===== config.mk =====
export PLATFORM = sky130hd
export DESIGN_NAME = tfs_setup_regs
export DESIGN_NICKNAME = d
export VERILOG_FILES = /design/src/inc/tfs_pkg.sv /design/src/inc/tfs_ramp_if.sv /design/src/verilog/tfs_ramp.sv /design/src/verilog/tfs_setup_regs.sv
export SDC_FILE = /design/constraint.sdc
export NUM_CORES = 1
export LEC_CHECK = 0
export ABC_AREA = 0
export BUFFER_PORTS_ARGS = -buffer_cell sky130_fd_sc_hd__buf_2
export CORE_MARGIN = 2
export CORE_UTILIZATION = 61
export DETAILED_ROUTE_END_ITERATION = 10
export GPL_ROUTABILITY_DRIVEN = 0
export PLACE_DENSITY_LB_ADDON = 0.12
export RECOVER_POWER = 25
export SLEW_MARGIN = 20
export SYNTH_ARGS = -nofsm -noshare
export SYNTH_HDL_FRONTEND = slang
export SYNTH_SLANG_ARGS = --single-unit

===== constraint.sdc =====
create_clock -name core_clk -period 5.64 [get_ports core_clk]
set_input_delay 0 -clock core_clk [delete_from_list [all_inputs] [get_ports core_clk]]
set_output_delay 0 -clock core_clk [all_outputs]
set_load 0.1 [all_outputs]

===== src/inc/tfs_pkg.sv =====
// Purpose: Constants and helpers for the thermal and fan setup registers
// Assumes: 10 MHz core clock, byte-wide register port
// Notes: Filtered-temperature offsets sit in a spare corner of the map
package tfs_pkg;

    // Register offsets
    localparam logic [7:0] ADDR_THRESH = 8'hBE;
    localparam logic [7:0] ADDR_RAMP = 8'hBF;
    localparam logic [7:0] ADDR_HYST_A = 8'hC0;
    localparam logic [7:0] ADDR_HYST_B = 8'hC1;
    localparam logic [7:0] ADDR_SMOOTH = 8'hC2;
    localparam logic [7:0] ADDR_FILT_ONE = 8'hF8;
    localparam logic [7:0] ADDR_FILT_TWO = 8'hF9;

    // Reset values and writable bits
    localparam logic [7:0] RST_THRESH = 8'h00;
    localparam logic [7:0] RST_RAMP = 8'h00;
    localparam logic [7:0] RST_HYST = 8'h44;
    localparam logic [7:0] RST_SMOOTH = 8'h00;
    localparam logic [7:0] THRESH_WR_MASK = 8'hF3;
    localparam logic [7:0] READ_UNMAPPED = 8'h00;

    // Field positions
    localparam int RAMP_REG_LSB = 0;
    localparam int RAMP_CPU_LSB = 4;
    localparam int HYST_LO_LSB = 0;
    localparam int HYST_HI_LSB = 4;
    localparam int WIN_ONE_LSB = 0;
    localparam int EN_ONE_BIT = 3;
    localparam int WIN_TWO_LSB = 4;
    localparam int EN_TWO_BIT = 7;

    // Timing
    localparam int CLK_PERIOD_NS = 100;
    localparam int MS_NS = 1000000;
    localparam int MS_CYCLES = (MS_NS + CLK_PERIOD_NS - 1) / CLK_PERIOD_NS;
    localparam logic [9:0] STEP_MS = 10'h032;
    localparam logic [4:0] DUTY_FULL = 5'h10;
    localparam logic [4:0] DUTY_OFF = 5'h00;
    localparam int FILT_SHIFT = 4;

    // Smoothing windows in tenths of a second, per code
    localparam logic [6:0] WIN_TENTHS [8] = '{7'h76, 7'h46, 7'h2C, 7'h1E,
                                             7'h10, 7'h08, 7'h06, 7'h04};

    typedef enum logic [1:0] {
        RAMP_HOLD = 2'b00,
        RAMP_UP = 2'b01,
        RAMP_DOWN = 2'b10
    } tfs_ramp_state_type;

    function automatic logic [9:0] step_delay_ms(input logic [3:0] code);
        return 10'(code) * STEP_MS;
    endfunction : step_delay_ms

    // One filter update per sixteenth of the window
    function automatic logic [9:0] slot_ms(input logic [2:0] code);
        logic [13:0] ms;
        ms = 14'(WIN_TENTHS[code]) * 14'h0064;
        return ms[13:4];
    endfunction : slot_ms

endpackage : tfs_pkg


===== src/inc/tfs_ramp_if.sv =====
// Purpose: Carrier between the register bank and one ramp unit
// Assumes: Same clock on both sides
// Notes: Duty is in sixteenths, 16 meaning fully on
`timescale 1ns/1ps
interface tfs_ramp_if;
    logic msTick;
    logic [3:0] stepCode;
    logic hotRequest;
    logic [4:0] duty;
    modport ctrl (output msTick, output stepCode, output hotRequest, input duty);
    modport ramp (input msTick, input stepCode, input hotRequest, output duty);
endinterface : tfs_ramp_if


===== src/verilog/tfs_ramp.sv =====
// Purpose: Ramped duty for one overtemperature line
// Assumes: One-cycle millisecond tick from the register bank
// Notes: Direction is re-decided every cycle, so a dropped request turns at once
`timescale 1ns/1ps
module tfs_ramp
    import tfs_pkg::*;
(
    input logic core_clk,
    input logic reset,
    input logic clkEnable,
    tfs_ramp_if.ramp ctl
);

    logic [4:0] duty_q;
    logic [9:0] msCount_q;
    logic [4:0] target;
    logic [9:0] delayMs;
    logic immediate;
    logic stepDue;
    tfs_ramp_state_type rampState;

    assign target = ctl.hotRequest ? DUTY_FULL : DUTY_OFF;
    assign delayMs = step_delay_ms(ctl.stepCode);
    assign immediate = (ctl.stepCode == 4'h0);
    assign stepDue = ctl.msTick && (msCount_q == delayMs - 10'h001);
    assign rampState = (duty_q < target) ? RAMP_UP :
                       (duty_q > target) ? RAMP_DOWN : RAMP_HOLD;
    assign ctl.duty = duty_q;

    always_ff @(posedge core_clk) begin
        if (reset) begin
            duty_q <= DUTY_OFF;
            msCount_q <= 10'h000;
        end else if (clkEnable) begin
            if (immediate) begin
                duty_q <= target;
                msCount_q <= 10'h000;
            end else begin
                case (rampState)
                    RAMP_UP: begin
                        if (stepDue) duty_q <= duty_q + 5'h01;
                    end
                    RAMP_DOWN: begin
                        if (stepDue) duty_q <= duty_q - 5'h01;
                    end
                    default: begin
                        duty_q <= duty_q;
                    end
                endcase
                if (rampState == RAMP_HOLD || stepDue) msCount_q <= 10'h000;
                else if (ctl.msTick) msCount_q <= msCount_q + 10'h001;
            end
        end
    end
endmodule : tfs_ramp


===== src/verilog/tfs_setup_regs.sv =====
// Purpose: Thermal and fan setup registers with ramp, boost and smoothing logic
// Assumes: Byte register port driven by the serial management front end
// Notes: Temperatures are unsigned whole degrees from the converter averager
`timescale 1ns/1ps

module tfs_setup_regs
    import tfs_pkg::*;
#(
    parameter int unsigned MS_TICK_CYCLES = MS_CYCLES
) (
    input logic core_clk,
    input logic reset,
    input logic clkEnable,
    input logic [7:0] regAddr,
    input logic [7:0] regWrData,
    input logic regWrEn,
    input logic regRdEn,
    output logic [7:0] regRdData,
    input logic [3:0][7:0] zoneTemp,
    input logic sampleValid,
    input logic [3:0][7:0] boostTemp,
    input logic [1:0] limitFilterSelect,
    input logic [1:0] fanFilterSelect,
    input logic regulatorHotRequest,
    input logic cpuHotRequest,
    output logic [5:0] lowThresholdSelect,
    output logic [4:0] regulatorHotDuty,
    output logic [4:0] cpuHotDuty,
    output logic [3:0] boostActive,
    output logic fanFullSpeed,
    output logic [1:0][7:0] limitTemp,
    output logic [1:0][7:0] fanTemp
);

    // Register storage
    logic [7:0] thresh_q;
    logic [7:0] ramp_q;
    logic [7:0] hystA_q;
    logic [7:0] hystB_q;
    logic [7:0] smooth_q;
    logic [7:0] rdData_q;

    // Millisecond tick
    logic [13:0] msCount_q;
    logic msTick_q;
    logic msWrap;

    // Smoothing state, zones one and two
    logic [11:0] filt_q [2];
    logic [9:0] slotCount_q [2];
    logic [7:0] sample_q [2];
    logic seeded_q;

    // Boost and routed temperatures
    logic [3:0] boost_q;
    logic fanFull_q;
    logic [1:0][7:0] limitTemp_q;
    logic [1:0][7:0] fanTemp_q;

    // Write strobes
    logic wrThresh;
    logic wrRamp;
    logic wrHystA;
    logic wrHystB;
    logic wrSmooth;
    logic [7:0] rdMux;

    // Decoded fields
    logic [3:0][3:0] hyst;
    logic [1:0][2:0] winCode;
    logic [1:0] smoothEn;
    logic [1:0] limitUseFilt;
    logic [1:0] fanUseFilt;
    logic [1:0][7:0] filtTemp;
    logic [3:0][7:0] boostInput;
    logic [3:0] overBoost;
    logic [3:0] belowRelease;
    logic [1:0] slotDue;

    tfs_ramp_if rampReg ();
    tfs_ramp_if rampCpu ();

    function automatic logic [11:0] filt_step(input logic [11:0] acc, input logic [7:0] sample);
        logic signed [13:0] diff;
        logic signed [13:0] sum;
        diff = $signed({2'b00, sample, 4'h0}) - $signed({2'b00, acc});
        sum = $signed({2'b00, acc}) + (diff >>> FILT_SHIFT);
        return sum[11:0];
    endfunction : filt_step

    assign wrThresh = regWrEn && (regAddr == ADDR_THRESH);
    assign wrRamp = regWrEn && (regAddr == ADDR_RAMP);
    assign wrHystA = regWrEn && (regAddr == ADDR_HYST_A);
    assign wrHystB = regWrEn && (regAddr == ADDR_HYST_B);
    assign wrSmooth = regWrEn && (regAddr == ADDR_SMOOTH);

    // Filtered registers are read-only; unmapped reads return zero
    assign rdMux = (regAddr == ADDR_THRESH) ? thresh_q :
                   (regAddr == ADDR_RAMP) ? ramp_q :
                   (regAddr == ADDR_HYST_A) ? hystA_q :
                   (regAddr == ADDR_HYST_B) ? hystB_q :
                   (regAddr == ADDR_SMOOTH) ? smooth_q :
                   (regAddr == ADDR_FILT_ONE) ? filtTemp[0] :
                   (regAddr == ADDR_FILT_TWO) ? filtTemp[1] : READ_UNMAPPED;

    assign hyst[0] = hystA_q[HYST_LO_LSB +: 4];
    assign hyst[1] = hystA_q[HYST_HI_LSB +: 4];
    assign hyst[2] = hystB_q[HYST_LO_LSB +: 4];
    assign hyst[3] = hystB_q[HYST_HI_LSB +: 4];
    assign winCode[0] = smooth_q[WIN_ONE_LSB +: 3];
    assign winCode[1] = smooth_q[WIN_TWO_LSB +: 3];
    assign smoothEn = {smooth_q[EN_TWO_BIT], smooth_q[EN_ONE_BIT]};
    // Select bits only behave when the enables are clear; ORing keeps either path live
    assign limitUseFilt = smoothEn | limitFilterSelect;
    assign fanUseFilt = smoothEn | fanFilterSelect;
    assign filtTemp[0] = filt_q[0][11:4];
    assign filtTemp[1] = filt_q[1][11:4];

    assign boostInput[0] = fanUseFilt[0] ? filtTemp[0] : zoneTemp[0];
    assign boostInput[1] = fanUseFilt[1] ? filtTemp[1] : zoneTemp[1];
    assign boostInput[2] = zoneTemp[2];
    assign boostInput[3] = zoneTemp[3];

    assign msWrap = (msCount_q == 14'(MS_TICK_CYCLES - 1));
    assign slotDue[0] = msTick_q && (slotCount_q[0] >= slot_ms(winCode[0]) - 10'h001);
    assign slotDue[1] = msTick_q && (slotCount_q[1] >= slot_ms(winCode[1]) - 10'h001);

    genvar z;
    generate
        for (z = 0; z < 4; z++) begin : g_zone
            assign overBoost[z] = boostInput[z] > boostTemp[z];
            // Nine bits so hysteresis on a hot reading cannot wrap
            assign belowRelease[z] = ({1'b0, boostInput[z]} + {5'h00, hyst[z]})
                                     <= {1'b0, boostTemp[z]};
        end
    endgenerate

    assign rampReg.msTick = msTick_q;
    assign rampReg.stepCode = ramp_q[RAMP_REG_LSB +: 4];
    assign rampReg.hotRequest = regulatorHotRequest;
    assign rampCpu.msTick = msTick_q;
    assign rampCpu.stepCode = ramp_q[RAMP_CPU_LSB +: 4];
    assign rampCpu.hotRequest = cpuHotRequest;

    tfs_ramp u_rampReg (
        .core_clk(core_clk),
        .reset(reset),
        .clkEnable(clkEnable),
        .ctl(rampReg.ramp)
    );

    tfs_ramp u_rampCpu (
        .core_clk(core_clk),
        .reset(reset),
        .clkEnable(clkEnable),
        .ctl(rampCpu.ramp)
    );

    always_ff @(posedge core_clk) begin
        if (reset) begin
            thresh_q <= RST_THRESH;
            ramp_q <= RST_RAMP;
            hystA_q <= RST_HYST;
            hystB_q <= RST_HYST;
            smooth_q <= RST_SMOOTH;
            rdData_q <= READ_UNMAPPED;
        end else if (clkEnable) begin
            if (wrThresh) thresh_q <= regWrData & THRESH_WR_MASK;
            if (wrRamp) ramp_q <= regWrData;
            if (wrHystA) hystA_q <= regWrData;
            if (wrHystB) hystB_q <= regWrData;
            if (wrSmooth) smooth_q <= regWrData;
            if (regRdEn) rdData_q <= rdMux;
        end
    end

    always_ff @(posedge core_clk) begin
        if (reset) begin
            msCount_q <= 14'h0000;
            msTick_q <= 1'b0;
        end else if (clkEnable) begin
            msCount_q <= msWrap ? 14'h0000 : msCount_q + 14'h0001;
            msTick_q <= msWrap;
        end
    end

    // Smoothing runs on the averaged converter samples, after that stage
    always_ff @(posedge core_clk) begin
        if (reset) begin
            for (int i = 0; i < 2; i++) begin
                filt_q[i] <= 12'h000;
                slotCount_q[i] <= 10'h000;
                sample_q[i] <= 8'h00;
            end
            seeded_q <= 1'b0;
        end else if (clkEnable) begin
            if (sampleValid) begin
                sample_q[0] <= zoneTemp[0];
                sample_q[1] <= zoneTemp[1];
            end
            // First sample seeds the filter so it does not crawl up from zero
            if (sampleValid && !seeded_q) begin
                filt_q[0] <= {zoneTemp[0], 4'h0};
                filt_q[1] <= {zoneTemp[1], 4'h0};
                seeded_q <= 1'b1;
            end else if (seeded_q) begin
                for (int i = 0; i < 2; i++) begin
                    if (slotDue[i]) filt_q[i] <= filt_step(filt_q[i], sample_q[i]);
                end
            end
            for (int i = 0; i < 2; i++) begin
                if (slotDue[i]) slotCount_q[i] <= 10'h000;
                else if (msTick_q) slotCount_q[i] <= slotCount_q[i] + 10'h001;
            end
        end
    end

    always_ff @(posedge core_clk) begin
        if (reset) begin
            boost_q <= 4'h0;
            fanFull_q <= 1'b0;
            limitTemp_q <= '0;
            fanTemp_q <= '0;
        end else if (clkEnable) begin
            for (int i = 0; i < 4; i++) begin
                if (overBoost[i]) boost_q[i] <= 1'b1;
                else if (belowRelease[i]) boost_q[i] <= 1'b0;
            end
            fanFull_q <= |(overBoost | (boost_q & ~belowRelease));
            for (int i = 0; i < 2; i++) begin
                limitTemp_q[i] <= limitUseFilt[i] ? filtTemp[i] : zoneTemp[i];
                fanTemp_q[i] <= boostInput[i];
            end
        end
    end

    assign regRdData = rdData_q;
    assign lowThresholdSelect = {thresh_q[7:4], thresh_q[1:0]};
    assign regulatorHotDuty = rampReg.duty;
    assign cpuHotDuty = rampCpu.duty;
    assign boostActive = boost_q;
    assign fanFullSpeed = fanFull_q;
    assign limitTemp = limitTemp_q;
    assign fanTemp = fanTemp_q;
endmodule : tfs_setup_regs


==> metrics.md, run 1 <==
| Metric | Value |
|---|---|
| Run status | complete, but fails checks |
| Failing checks | max-capacitance violations, max-slew violations |
| Most common cell in the netlist | ha_1 |
| Syn nets | 2054 |
| VDD IR-drop max | between 0.0002 and 0.00025 V |
| Final Setup Violations | 0 |
| Hold Crit Class | in2reg |
| EDFF count, synth | 60 |
| Layout cell share with drive strength beyond 1 | 8.04% |
| Final Non-Filler Cells | ~2200 |
| Hold Vio Cnt, Final | 0 |
| Sequential fraction of the synthesis area | between 20% and 30% |
| Worst reg-to-reg setup slack | 0.47 ns |
| Largest net degree at the start of global routing | 67 |
| CP max-delay cell | dfxtp_1 |
| Synth cell count leaders | ha_1, nor2_1, dfxtp_1, inv_1, nand2_1 |
| Critical Path Source Type | register |
| Comb pwr share | between 20% and 30% |
| Initial antenna violation count | 0 |
| CP max FO | 24 |
| Post-place instance area | 0.0163 mm^2 |
| DRT iter0 DRCs | 1076 |
| All-Layer GR Usage | 29.9% |
| Min cycle time layout | 5.17 ns |
| Critical path, cell by cell | inv_1, ha_1, o21ai_0, inv_1, ha_1, ha_1, ha_1, ha_1, inv_1, nor2_1, nor2_1, o21bai_1, a21oi_1, xor2_1, xnor2_1, ha_1, and4_1, a221oi_1, o21a_2, a21oi_1, buf_4, a22o_1 |
| Power Internal | 2.59 mW |
| Switch share | 33.2% |
| Critical Path Stages | 22 |
| First-pass GRT wire length | 63600 um |
| Number of detailed-route iterations in the first pass | 6 |
| Most Frequent Cell on Critical Path | ha_1 |
| CTS tree | done |
| Final period util | 91.7% |
| # diodes | 0 |
| WS Path Type | reg2reg |
| Worst-Margin Slew | around 3.0 ns |
| Leakage | 7.47 nW |
| Reg2Reg Capture Point | filt_q[0][9] |
| Rows | 57 |
| Max-slew violations | 67 |
| Reg power frac | 38.9% |
| Max-Cap Viols | 1 |
| DR WL/cell | around 18 um |
| End of the critical path | filt_q[0][9] |
| Final wirelength | 39400 um |
| Crit path DAT | 5.36 ns |
| Dpl cells | 2157 |
| RSZ-0062 raised after global routing | no |
| Initial Util | 62.5% |
| Setup Fix Bufs, Post-CTS | 0 |
| Worst path top cell family by delay | adder cells |
| Final ANT Viol Nets | 0 |
| Yosys warning count | 0 |
| Mapped Area | about 0.015 mm^2 |
| Mean area per synthesized cell | between 8 and 9 um^2 |
| R2R cell count | 22 |
| Critical Path RT | between 5 and 6 ns |
| Later-pin clock latency in the skew report | 0.44 ns |
| Pwr dens | ~230 mW/mm^2 |
| Die ar. | ~0.026 mm^2 |
| Setup slack after layout | between 0.4 and 0.5 ns |
| Critical Path Source | smooth_q[1] |
| Synth Instances | 1723 |
| Cell area after layout | 0.0172 mm^2 |
| Die W | 162 um |
| IO Pins | 153 |
| Clock share of power | 33.9% |
| Max stage delay on crit path | 0.48 ns |
| Hold path cells | 3 |
| Vias in the first global route | roughly 13000 |
| Final core utilization | about 70% |
| CP Capture Type | register |
| Die height | 162 um |
| Main flop type after synthesis | dfxtp_1 |
| H-tree Lvls | 4 |
| Placement Setup Slack | approximately 0.42 ns |
| Clock buffer depth | 2 |
| Port bufs | 152 |
| Post-route setup TNS | 0 ns |
| CTS Sinks | 189 |
| FF-to-FF Start | smooth_q[1] |
| Detail Placement HPWL | around 30000 um |
| Register bit total from synthesis | 189 |
| Post-synthesis async set-or-reset flop share | 0% |
| Cell variety after synth | between 80 and 90 |
| Total gr overflow | 0 |
| Nets | between 2000 and 2500 |
| Skew final | 0.0112 ns |
| Vias per Instance | 5.98 |
| Number of fill cells | 1988 |
| Area leader, netlist | ha_1 |
| Via count | 13324 |
| Yosys top cell area share | about a fifth |
| Core region area | 0.0244 mm^2 |
| Clock root buffer | clkbuf_16 |
| CTS Buf Count | 17 |
| DRC viols | 0 |
| Sw power | about 1.3 mW |
| Worst-path clk slew | 0.08 ns |
| Crit path buf inv count | 4 |
| Fmax achieved | 193 MHz |
| Slew headroom | -103% |
| Area growth from synthesis to layout | 12.7% |
| Top post-synthesis cells by area | ha_1, dfxtp_1, edfxtp_1 |
-- sequential cells by signal, summed over array words and instances (netlist names), 4 cells and up --
| register | cells |
|---|---|
| u_rampReg.msCount_q | 10 |
| u_rampReg.ctl.duty | 5 |
| msCount_q | 14 |
| regRdData | 8 |
| thresh_q | 6 |
| smooth_q | 8 |
| hystB_q | 8 |
| fanTemp | 16 |
| filt_q | 24 |
| slotCount_q | 20 |
| ramp_q | 8 |
| hystA_q | 8 |
| u_rampCpu.msCount_q | 10 |
| u_rampCpu.ctl.duty | 5 |
| boostActive | 4 |
| limitTemp | 16 |
| sample_q | 16 |
-- worst min-delay path by stage --
| stage | from | slack (ns) | to |
|---|---|---|---|
| 2_1_floorplan | regWrData[2] | 0.13 | hystA_q[2] |
| 3_3_place_gp | regWrData[2] | 0.30 | hystA_q[2] |
| 3_5_place_dp | regWrData[2] | 0.31 | hystA_q[2] |
| 4_1_cts | limitFilterSelect[1] | 0.003 | limitTemp[15] |
| 5_1_grt | limitFilterSelect[1] | 0.02 | limitTemp[11] |
| 6_report | limitFilterSelect[1] | 0.006 | limitTemp[11] |
-- per-layer routing --
| metal | global-route usage [%] | routed length (um) | share of wire (%) | up-vias |
|---|---|---|---|---|
| li1 | - | - | - | 6510 |
| met1 | 40.2 | 17400 | 44 | 6325 |
| met2 | 51.0 | 19100 | 48 | 427 |
| met3 | 3.70 | 2220 | 5.6 | 62 |
| met4 | 8.09 | 769 | 2.0 | 0 |
| met5 | 0 | 0 | 0 | - |
-- power by group through the flow --
| stage | combinational [mW] | sequential [mW] | clock [mW] |
|---|---|---|---|
| finish | 1.06 | 1.51 | 1.31 |
| global route | 1.16 | 1.51 | 1.37 |
| CTS | 1.06 | 1.51 | 1.32 |
| detailed placement | 1.02 | 1.54 | 0 |
| global placement | 0.995 | 1.54 | 0 |
| floorplan | 0.632 | 1.69 | 0 |
-- through the flow --
stage / hold WS [ns] / total power, mW
floorplan: 0.125 / 2.32
global placement: 0.303 / 2.53
detailed placement: 0.307 / 2.56
CTS: 0.00255 / 3.89
global route: 0.0217 / 4.05
finish: 0.00564 / 3.88
-- final cells by class --
class / count / area [um^2] / share of cell area [%]
multi-input cells: 1375 / 10200 / 59.6
flip-flops and latches: 189 / 4380 / 25.5
repair buffers: 198 / 1110 / 6.49
clock buffers: 19 / 454 / 2.65
inverters: 109 / 409 / 2.38
well taps: 324 / 405 / 2.36
clock inverters: 13 / 175 / 1.02
-- kinds of logic (layout without fill, tap and decap cells) --
logic type                 count (synthesis)  after routing  share of synthesized area [%]
muxes                                     67             67                           4.41
DFF                                      189            189                           28.8
xor gates and xnor gates                 152            152                           8.83
AOI/OAI and AO/OA                        383            383                           16.4
and+or+nand+nor                          534            534                           17.3
adders and majority gates                239            239                           20.2
buffers and inverters                    159            339                           4.16
-- what timing repair did --
action / 4_1_cts / 5_1_grt
hold buffers: 38 / 0
endpoints found under the setup margin: 0 / 1
endpoints found under the hold margin: 97 / 0
gates resized for setup: 0 / 1
-- cell usage in the layout (no fill, tap or decap), types with 5 or more instances in the layout --
cell / n
clkbuf_16: 18
dlygate4sd3_1: 38
a211oi_1: 15
buf_4: 6
buf_2: 89
o21bai_1: 9
a311oi_1: 18
fa_1: 12
nor2b_1: 23
nor2_1: 174
o22ai_1: 5
inv_1: 109
o211ai_1: 9
nor3_1: 31
or2_2: 5
xnor2_1: 83
nand2_1: 108
or3_1: 10
nand3_1: 44
and3_1: 12
ha_1: 227
o31ai_1: 7
o21a_1: 29
edfxtp_1: 60
nand2b_1: 21
dfxtp_1: 129
nor4_1: 11
xor2_1: 68
clkbuf_1: 66
and2_1: 31
a31oi_1: 10
nand4_1: 27
mux2i_1: 66
a22o_1: 16
o21ai_0: 97
a21oi_1: 99
a21o_1: 27
-- worst register-to-register path, delay by kind of cell, from the launching register on --
kind            cells  cell delay [ns]
compound gates      7             1.38
xor+xnor            2             0.33
fa+ha+maj           6             1.75
buf+inv             4             0.64
flops               1             0.48
simple gates        3             0.38
Power figures use the tool's default switching activity.
==> inputs of run 2 (changes only) <==
==> constraint.sdc (replaced) <==
create_clock -name core_clk -period 5.15 [get_ports core_clk]
set_input_delay 0 -clock core_clk [delete_from_list [all_inputs] [get_ports core_clk]]
set_output_delay 0 -clock core_clk [all_outputs]
set_load 0.1 [all_outputs]
==> metrics.md, run 2 (synthesized netlist as in run 1, its figures left out) <==
| Metric | Value |
|---|---|
| Final ANT Viol Nets | 0 (unchanged) |
| Crit path buf inv count | 2 (-2) |
| Leakage | 7.53 nW (+0.89%) |
| Via count | 13411 (+0.65%) |
| Final Setup Violations | 0 (unchanged) |
| Placement Setup Slack | -0.00958 ns (-0.428 ns) |
| Initial Util | 62.5% (unchanged) |
| Largest Register | filt_q |
| Die ar. | 0.0263 mm^2 (unchanged) |
| Detail Placement HPWL | 30300 um (+0.62%) |
| Hold Crit Class | in2reg |
| Most Frequent Cell on Critical Path | ha_1 |
| Clock buffer depth | 2 (unchanged) |
| VDD IR-drop max | 0.000217 V (+1.1%) |
| IO Pins | 153 (unchanged) |
| Final hold slack | 0.0122 ns (+0.00651 ns) |
| Layout cell share with drive strength beyond 1 | 8.95% (+0.91 points) |
| First-pass GRT wire length | 65000 um (+2.3%) |
| Worst-Margin Slew | 3.10 ns (+0.0582 ns) |
| CP max FO | 24 (unchanged) |
| GR Util met3 | 4.83% (+1.1 points) |
| Most used routing layer | met2 |
| Die height | 162 um (unchanged) |
| CTS Sinks | 189 (unchanged) |
| Dpl cells | 2161 (+0.19%) |
| Critical path, cell by cell | inv_1, ha_1, nand2_1, o21ai_1, ha_1, ha_1, ha_1, ha_1, a21o_1, a21oi_2, o21bai_1, a21oi_1, xor2_1, nand3b_1, xnor2_1, ha_1, and4_1, a221oi_2, o21a_2, a21oi_1, buf_4, a22o_1 |
| Vias in the first global route | 13078 (+2.7%) |
| Final core utilization | 70.9% (+0.53 points) |
| Grt met1 use | 40.6% (+0.47 points) |
| Worst path top cell family by delay | adder cells |
| Clock root buffer | clkbuf_16 |
| Max-Cap Viols | 1 (unchanged) |
| Port bufs | 152 (unchanged) |
| Max stage delay on crit path | 0.37 ns (-0.11 ns) |
| Hold Vio Cnt, Final | 0 (unchanged) |
| Run status | complete, but fails checks |
| DR WL/cell | 18.0 um (+1.6%) |
| All-Layer GR Usage | 30.7% (+0.78 points) |
| Final Non-Filler Cells | 2234 (+0.31%) |
| CTS tree | done |
| Initial antenna violation count | 0 (unchanged) |
| Core region area | 0.0244 mm^2 (unchanged) |
| Failing checks | max-capacitance violations, max-slew violations |
| Max-slew violations | 67 (unchanged) |
| Area growth from synthesis to layout | 13.5% |
| Most frequent cells in the layout | ha_1, nor2_1, dfxtp_1 |
| Slew headroom | -106% (-3.9 points) |
| Total gr overflow | 0 (unchanged) |
| Critical Path Source Type | register |
| H-tree Lvls | 4 (unchanged) |
| Fmax achieved | 205 MHz (+5.9%) |
| CP Capture Type | register |
| Min cycle time layout | 4.88 ns (-0.290 ns) |
| Skew final | 0.0112 ns (-0.0000425 ns) |
| Pwr dens | 248 mW/mm^2 (+9.6%) |
| Total power | 4.28 mW (+10%) |
| Setup slack after layout | 0.265 ns (-0.200 ns) |
| Crit path DAT | 5.08 ns (-0.28 ns) |
| Critical Path RT | 5.34 ns (-0.49 ns) |
| Number of detailed-route iterations in the first pass | 7 (+1) |
| Later-pin clock latency in the skew report | 0.45 ns (about the same) |
| DRT iter0 DRCs | 1056 (-1.9%) |
| DRC viols | 0 (unchanged) |
| Largest net degree at the start of global routing | 67 (unchanged) |
| # diodes | 0 (unchanged) |
| Max reg flops | 24 (unchanged) |
| Vias per Instance | 6.00 (+0.34%) |
| CP max-delay cell | dfxtp_2 |
| Die W | 162 um (unchanged) |
| Final wirelength | 40200 um (+2.0%) |
| Worst-path clk slew | 0.08 ns (about the same) |
| Final period util | 94.8% (+3.1 points) |
| CTS Buf Count | 17 (unchanged) |
| Nets | 2228 (+0.32%) |
| Biggest registers after layout | filt_q: 24 flops, slotCount_q: 20 flops |
| RSZ-0062 raised after global routing | no |
| Rows | 57 (unchanged) |
| WS Path Type | reg2reg |
| Met2 Track Usage GR | 51.3% (+0.29 points) |
| Commonest non-fill, non-tap cell in the layout | ha_1 |
-- run 2: changes by cell type in the layout (fill, tap and decap cells not counted), sizes merged --
cell | before | now
bufinv | 3 | 2
clkinvlp | 1 | 0
clkbuf | 84 | 86
dlygate4sd3 | 38 | 40
clkinv | 2 | 1
inv | 116 | 117
buf | 95 | 100
-- run 2: timing repair --
action                     4_1_cts  5_1_grt
setup buffers                    0        0
gates cloned                     0        1
hold endpoints to repair        97        0
resized for setup                1       25
hold buffers                    40        0
setup endpoints to repair       23       67
-- run 2: worst min-delay path, stage by stage --
cell     delay, ns
buf_2         0.12
nand2_1       0.06
o31a_1        0.15
a21oi_1       0.07
-- run 2: layout make-up --
class | count | area, um^2
Tap cell | 324 | 405
Inverter | 109 | 409
Sequential cell | 189 | 4390
Timing Repair Buffer | 205 | 1170
Fill cell | 2002 | 7090
Clock buffer | 21 | 504
Multi-Input combinational cell | 1375 | 10300
Clock inverter | 11 | 139
-- run 2: path summary, 6_finish.rpt --
kind | start | to | slack, ns | cells past startpoint
setup / recovery | smooth_q[0] | filt_q[0][18] | 0.27 | 22
hold / removal | zoneTemp[23] | boostActive[2] | 0.01 | 4
setup reg to reg | smooth_q[0] | filt_q[0][18] | 0.27 | 22
hold reg to reg | regRdData[5] | regRdData[5] | 0.47 | 2
-- run 2: metal layers --
layer / wire length, um / up-vias / part of all wire (%)
met5: 0 / - / 0
met4: 1170 / 0 / 2.9
met3: 2540 / 79 / 6.3
met2: 18700 / 440 / 47
met1: 17700 / 6350 / 44
li1: - / 6542 / -
-- run 2: power breakdown --
| part | internal (mW) | total [mW] | switching (mW) | leakage, nW |
|---|---|---|---|---|
| registers | 1.60 | 1.65 | 0.0547 | 1.65 |
| logic | 0.439 | 1.17 | 0.730 | 5.56 |
| clock network | 0.820 | 1.46 | 0.644 | 0.318 |
| total | 2.86 | 4.28 | 1.43 | 7.53 |
-- run 2: per-stage QoR --
step,instance area (um^2),TNS [ns]
finish,17300,0
global route,17300,0
CTS,17300,0
detailed placement,16300,-0.0182
global placement,16300,0
floorplan,15200,0
==> inputs of run 3 (changes only) <==
--- a/config.mk
+++ b/config.mk
@@ -13,6 +13,7 @@
 export GPL_ROUTABILITY_DRIVEN = 0
 export PLACE_DENSITY_LB_ADDON = 0.12
 export RECOVER_POWER = 25
+export REMOVE_ABC_BUFFERS = 1
 export SLEW_MARGIN = 20
 export SYNTH_ARGS = -nofsm -noshare
 export SYNTH_HDL_FRONTEND = slang
==> metrics.md, run 3 (synthesized netlist as in run 1, its figures left out) <==
| Metric | Value |
|---|---|
| Run status | complete, but fails checks |
| Failing checks | max-capacitance violations, max-slew violations |
| IO Pins | 153 (unchanged) |
| Total gr overflow | 0 (unchanged) |
| Most frequent cells in the layout | ha_1, nor2_1, dfxtp_1 |
| Port bufs | 152 (unchanged) |
| Final ANT Viol Nets | 0 (unchanged) |
| Vias in the first global route | 12943 (-1.0%) |
| Commonest non-fill, non-tap cell in the layout | ha_1 |
| Vias per Instance | 5.99 (-0.21%) |
| Worst-Margin Slew | 2.75 ns (-0.347 ns) |
| Nets | 2228 (unchanged) |
| Final Non-Filler Cells | 2235 (+0.045%) |
| Slew headroom | -83.3% (+23 points) |
| Critical Path Source Type | register |
| DRC viols | 0 (unchanged) |
| Dpl cells | 2165 (+0.19%) |
| Detail Placement HPWL | 29600 um (-2.3%) |
| Largest net degree at the start of global routing | 55 (-18%) |
| Die height | 162 um (unchanged) |
| Die ar. | 0.0263 mm^2 (unchanged) |
| Final Setup Violations | 0 (unchanged) |
| Clock root buffer | clkbuf_16 |
| Hold Crit Class | in2reg |
| Later-pin clock latency in the skew report | 0.44 ns (about the same) |
| Clock buffer depth | 2 (unchanged) |
| Hold Vio Cnt, Final | 0 (unchanged) |
| Cell area after layout | 0.0172 mm^2 (-0.66%) |
| Final period util | 93.9% (-0.93 points) |
| CP max FO | 24 (unchanged) |
| Initial antenna violation count | 1 (+1) |
| Biggest registers after layout | filt_q: 24 flops, slotCount_q: 20 flops |
| Die W | 162 um (unchanged) |
| Number of detailed-route iterations in the first pass | 5 (-2) |
| DRT iter0 DRCs | 1030 (-2.5%) |
| Crit path DAT | 5.03 ns (-0.05 ns) |
| Final wirelength | 38900 um (-3.1%) |
| Max-slew violations | 106 (+58%) |
| Via count | 13389 (-0.16%) |
| Layout cell share with drive strength beyond 1 | 9.06% (+0.10 points) |
| Core region area | 0.0244 mm^2 (unchanged) |
| Critical Path RT | 5.34 ns (about the same) |
| CTS tree | done |
| Area growth from synthesis to layout | 12.8% |
| Post-place instance area | 0.0163 mm^2 (+0.15%) |
| First-pass GRT wire length | 63200 um (-2.8%) |
| CP Capture Type | register |
| Leakage | 7.46 nW (-0.92%) |
| Fmax achieved | 207 MHz (+0.99%) |
| All-Layer GR Usage | 29.7% (-0.98 points) |
| Min cycle time layout | 4.84 ns (-0.0478 ns) |
| Largest Register | filt_q |
| Worst-path clk slew | 0.08 ns (about the same) |
| Initial Util | 62.5% (unchanged) |
| H-tree Lvls | 4 (unchanged) |
| CTS Sinks | 189 (unchanged) |
| VDD IR-drop max | 0.000169 V (-22%) |
| Rows | 57 (unchanged) |
| DR WL/cell | 17.4 um (-3.1%) |
| Skew final | 0.0117 ns (+0.000562 ns) |
| WS Path Type | reg2reg |
| Max reg flops | 24 (unchanged) |
| Max-Cap Viols | 2 (+1) |
| Pwr dens | 238 mW/mm^2 (-3.9%) |
| CTS Buf Count | 17 (unchanged) |
run 3: worst paths after layout:
path                                            from  depth (start not counted)       endpoint  slack, ns
worst max register to register           smooth_q[0]                         22  filt_q[0][23]       0.31
worst max-delay path                     smooth_q[0]                         22  filt_q[0][23]       0.31
worst min-delay path            limitFilterSelect[0]                          3   limitTemp[4]       0.01
worst min register to register          regRdData[5]                          2   regRdData[5]       0.46
run 3: repair_timing:
item,CTS,global route
buffers inserted,0,1
hold buffers,36,0
endpoints found under the hold margin,92,0
resized for setup,0,16
setup endpoints to repair,0,66
run 3: critical path, cell delays in order, from the launching register on:
cell and delay (ns):
dfxtp_2 0.37, inv_1 0.09, ha_1 0.22, nand2_1 0.06, o21ai_0 0.12, ha_1 0.23
ha_1 0.29, ha_1 0.33, ha_1 0.31, a21o_1 0.20, a21oi_2 0.18, o21bai_1 0.08
a21oi_1 0.16, xor2_1 0.20, nand3b_1 0.12, xnor2_1 0.14, ha_1 0.29, and4_1 0.16
a221oi_1 0.30, o21a_1 0.23, a21oi_1 0.09, buf_6 0.19, a22o_1 0.20
run 3: final cells by class:
type | instances | area (um^2)
diodes | 1 | 2.50
clock buffers | 18 | 429
clock inverters | 14 | 123
fillers | 2008 | 7210
inverters | 109 | 409
multi-input cells | 1375 | 10300
flip-flops and latches | 189 | 4390
well taps | 324 | 405
repair buffers | 205 | 1170
run 3: where the power goes:
part	switching, mW	internal, mW	leakage (nW)
sequential	0.0529	1.60	1.65
clock	0.640	0.636	0.259
combinational	0.726	0.437	5.55
total	1.42	2.67	7.46
run 3: metrics by stage:
| stage | power, mW | hold slack, ns | TNS (ns) | setup WS (ns) | utilization, % |
|---|---|---|---|---|---|
| final | 4.09 | 0.0136 | 0 | 0.313 | 70.5 |
| after global routing | 4.29 | 0.0404 | -0.0149 | -0.0122 | 70.5 |
| after CTS | 4.09 | 0.000281 | 0 | 0.0398 | 70.6 |
| after detailed placement | 2.81 | 0.312 | 0 | 0.0822 | 66.9 |
| after global placement | 2.77 | 0.310 | 0 | 0.242 | 66.9 |
| after floorplan | 2.51 | 0.0624 | 0 | 0.106 | - |
run 3: routing by layer:
| metal | share of wire, % | GRT usage (%) | vias up |
|---|---|---|---|
| met2 | 48 | 50.3 | 454 |
| li1 | - | - | 6533 |
| met5 | 0 | 0 | - |
| met4 | 2.7 | 11.3 | 0 |
| met1 | 43 | 38.7 | 6335 |
| met3 | 6.1 | 3.91 | 67 |
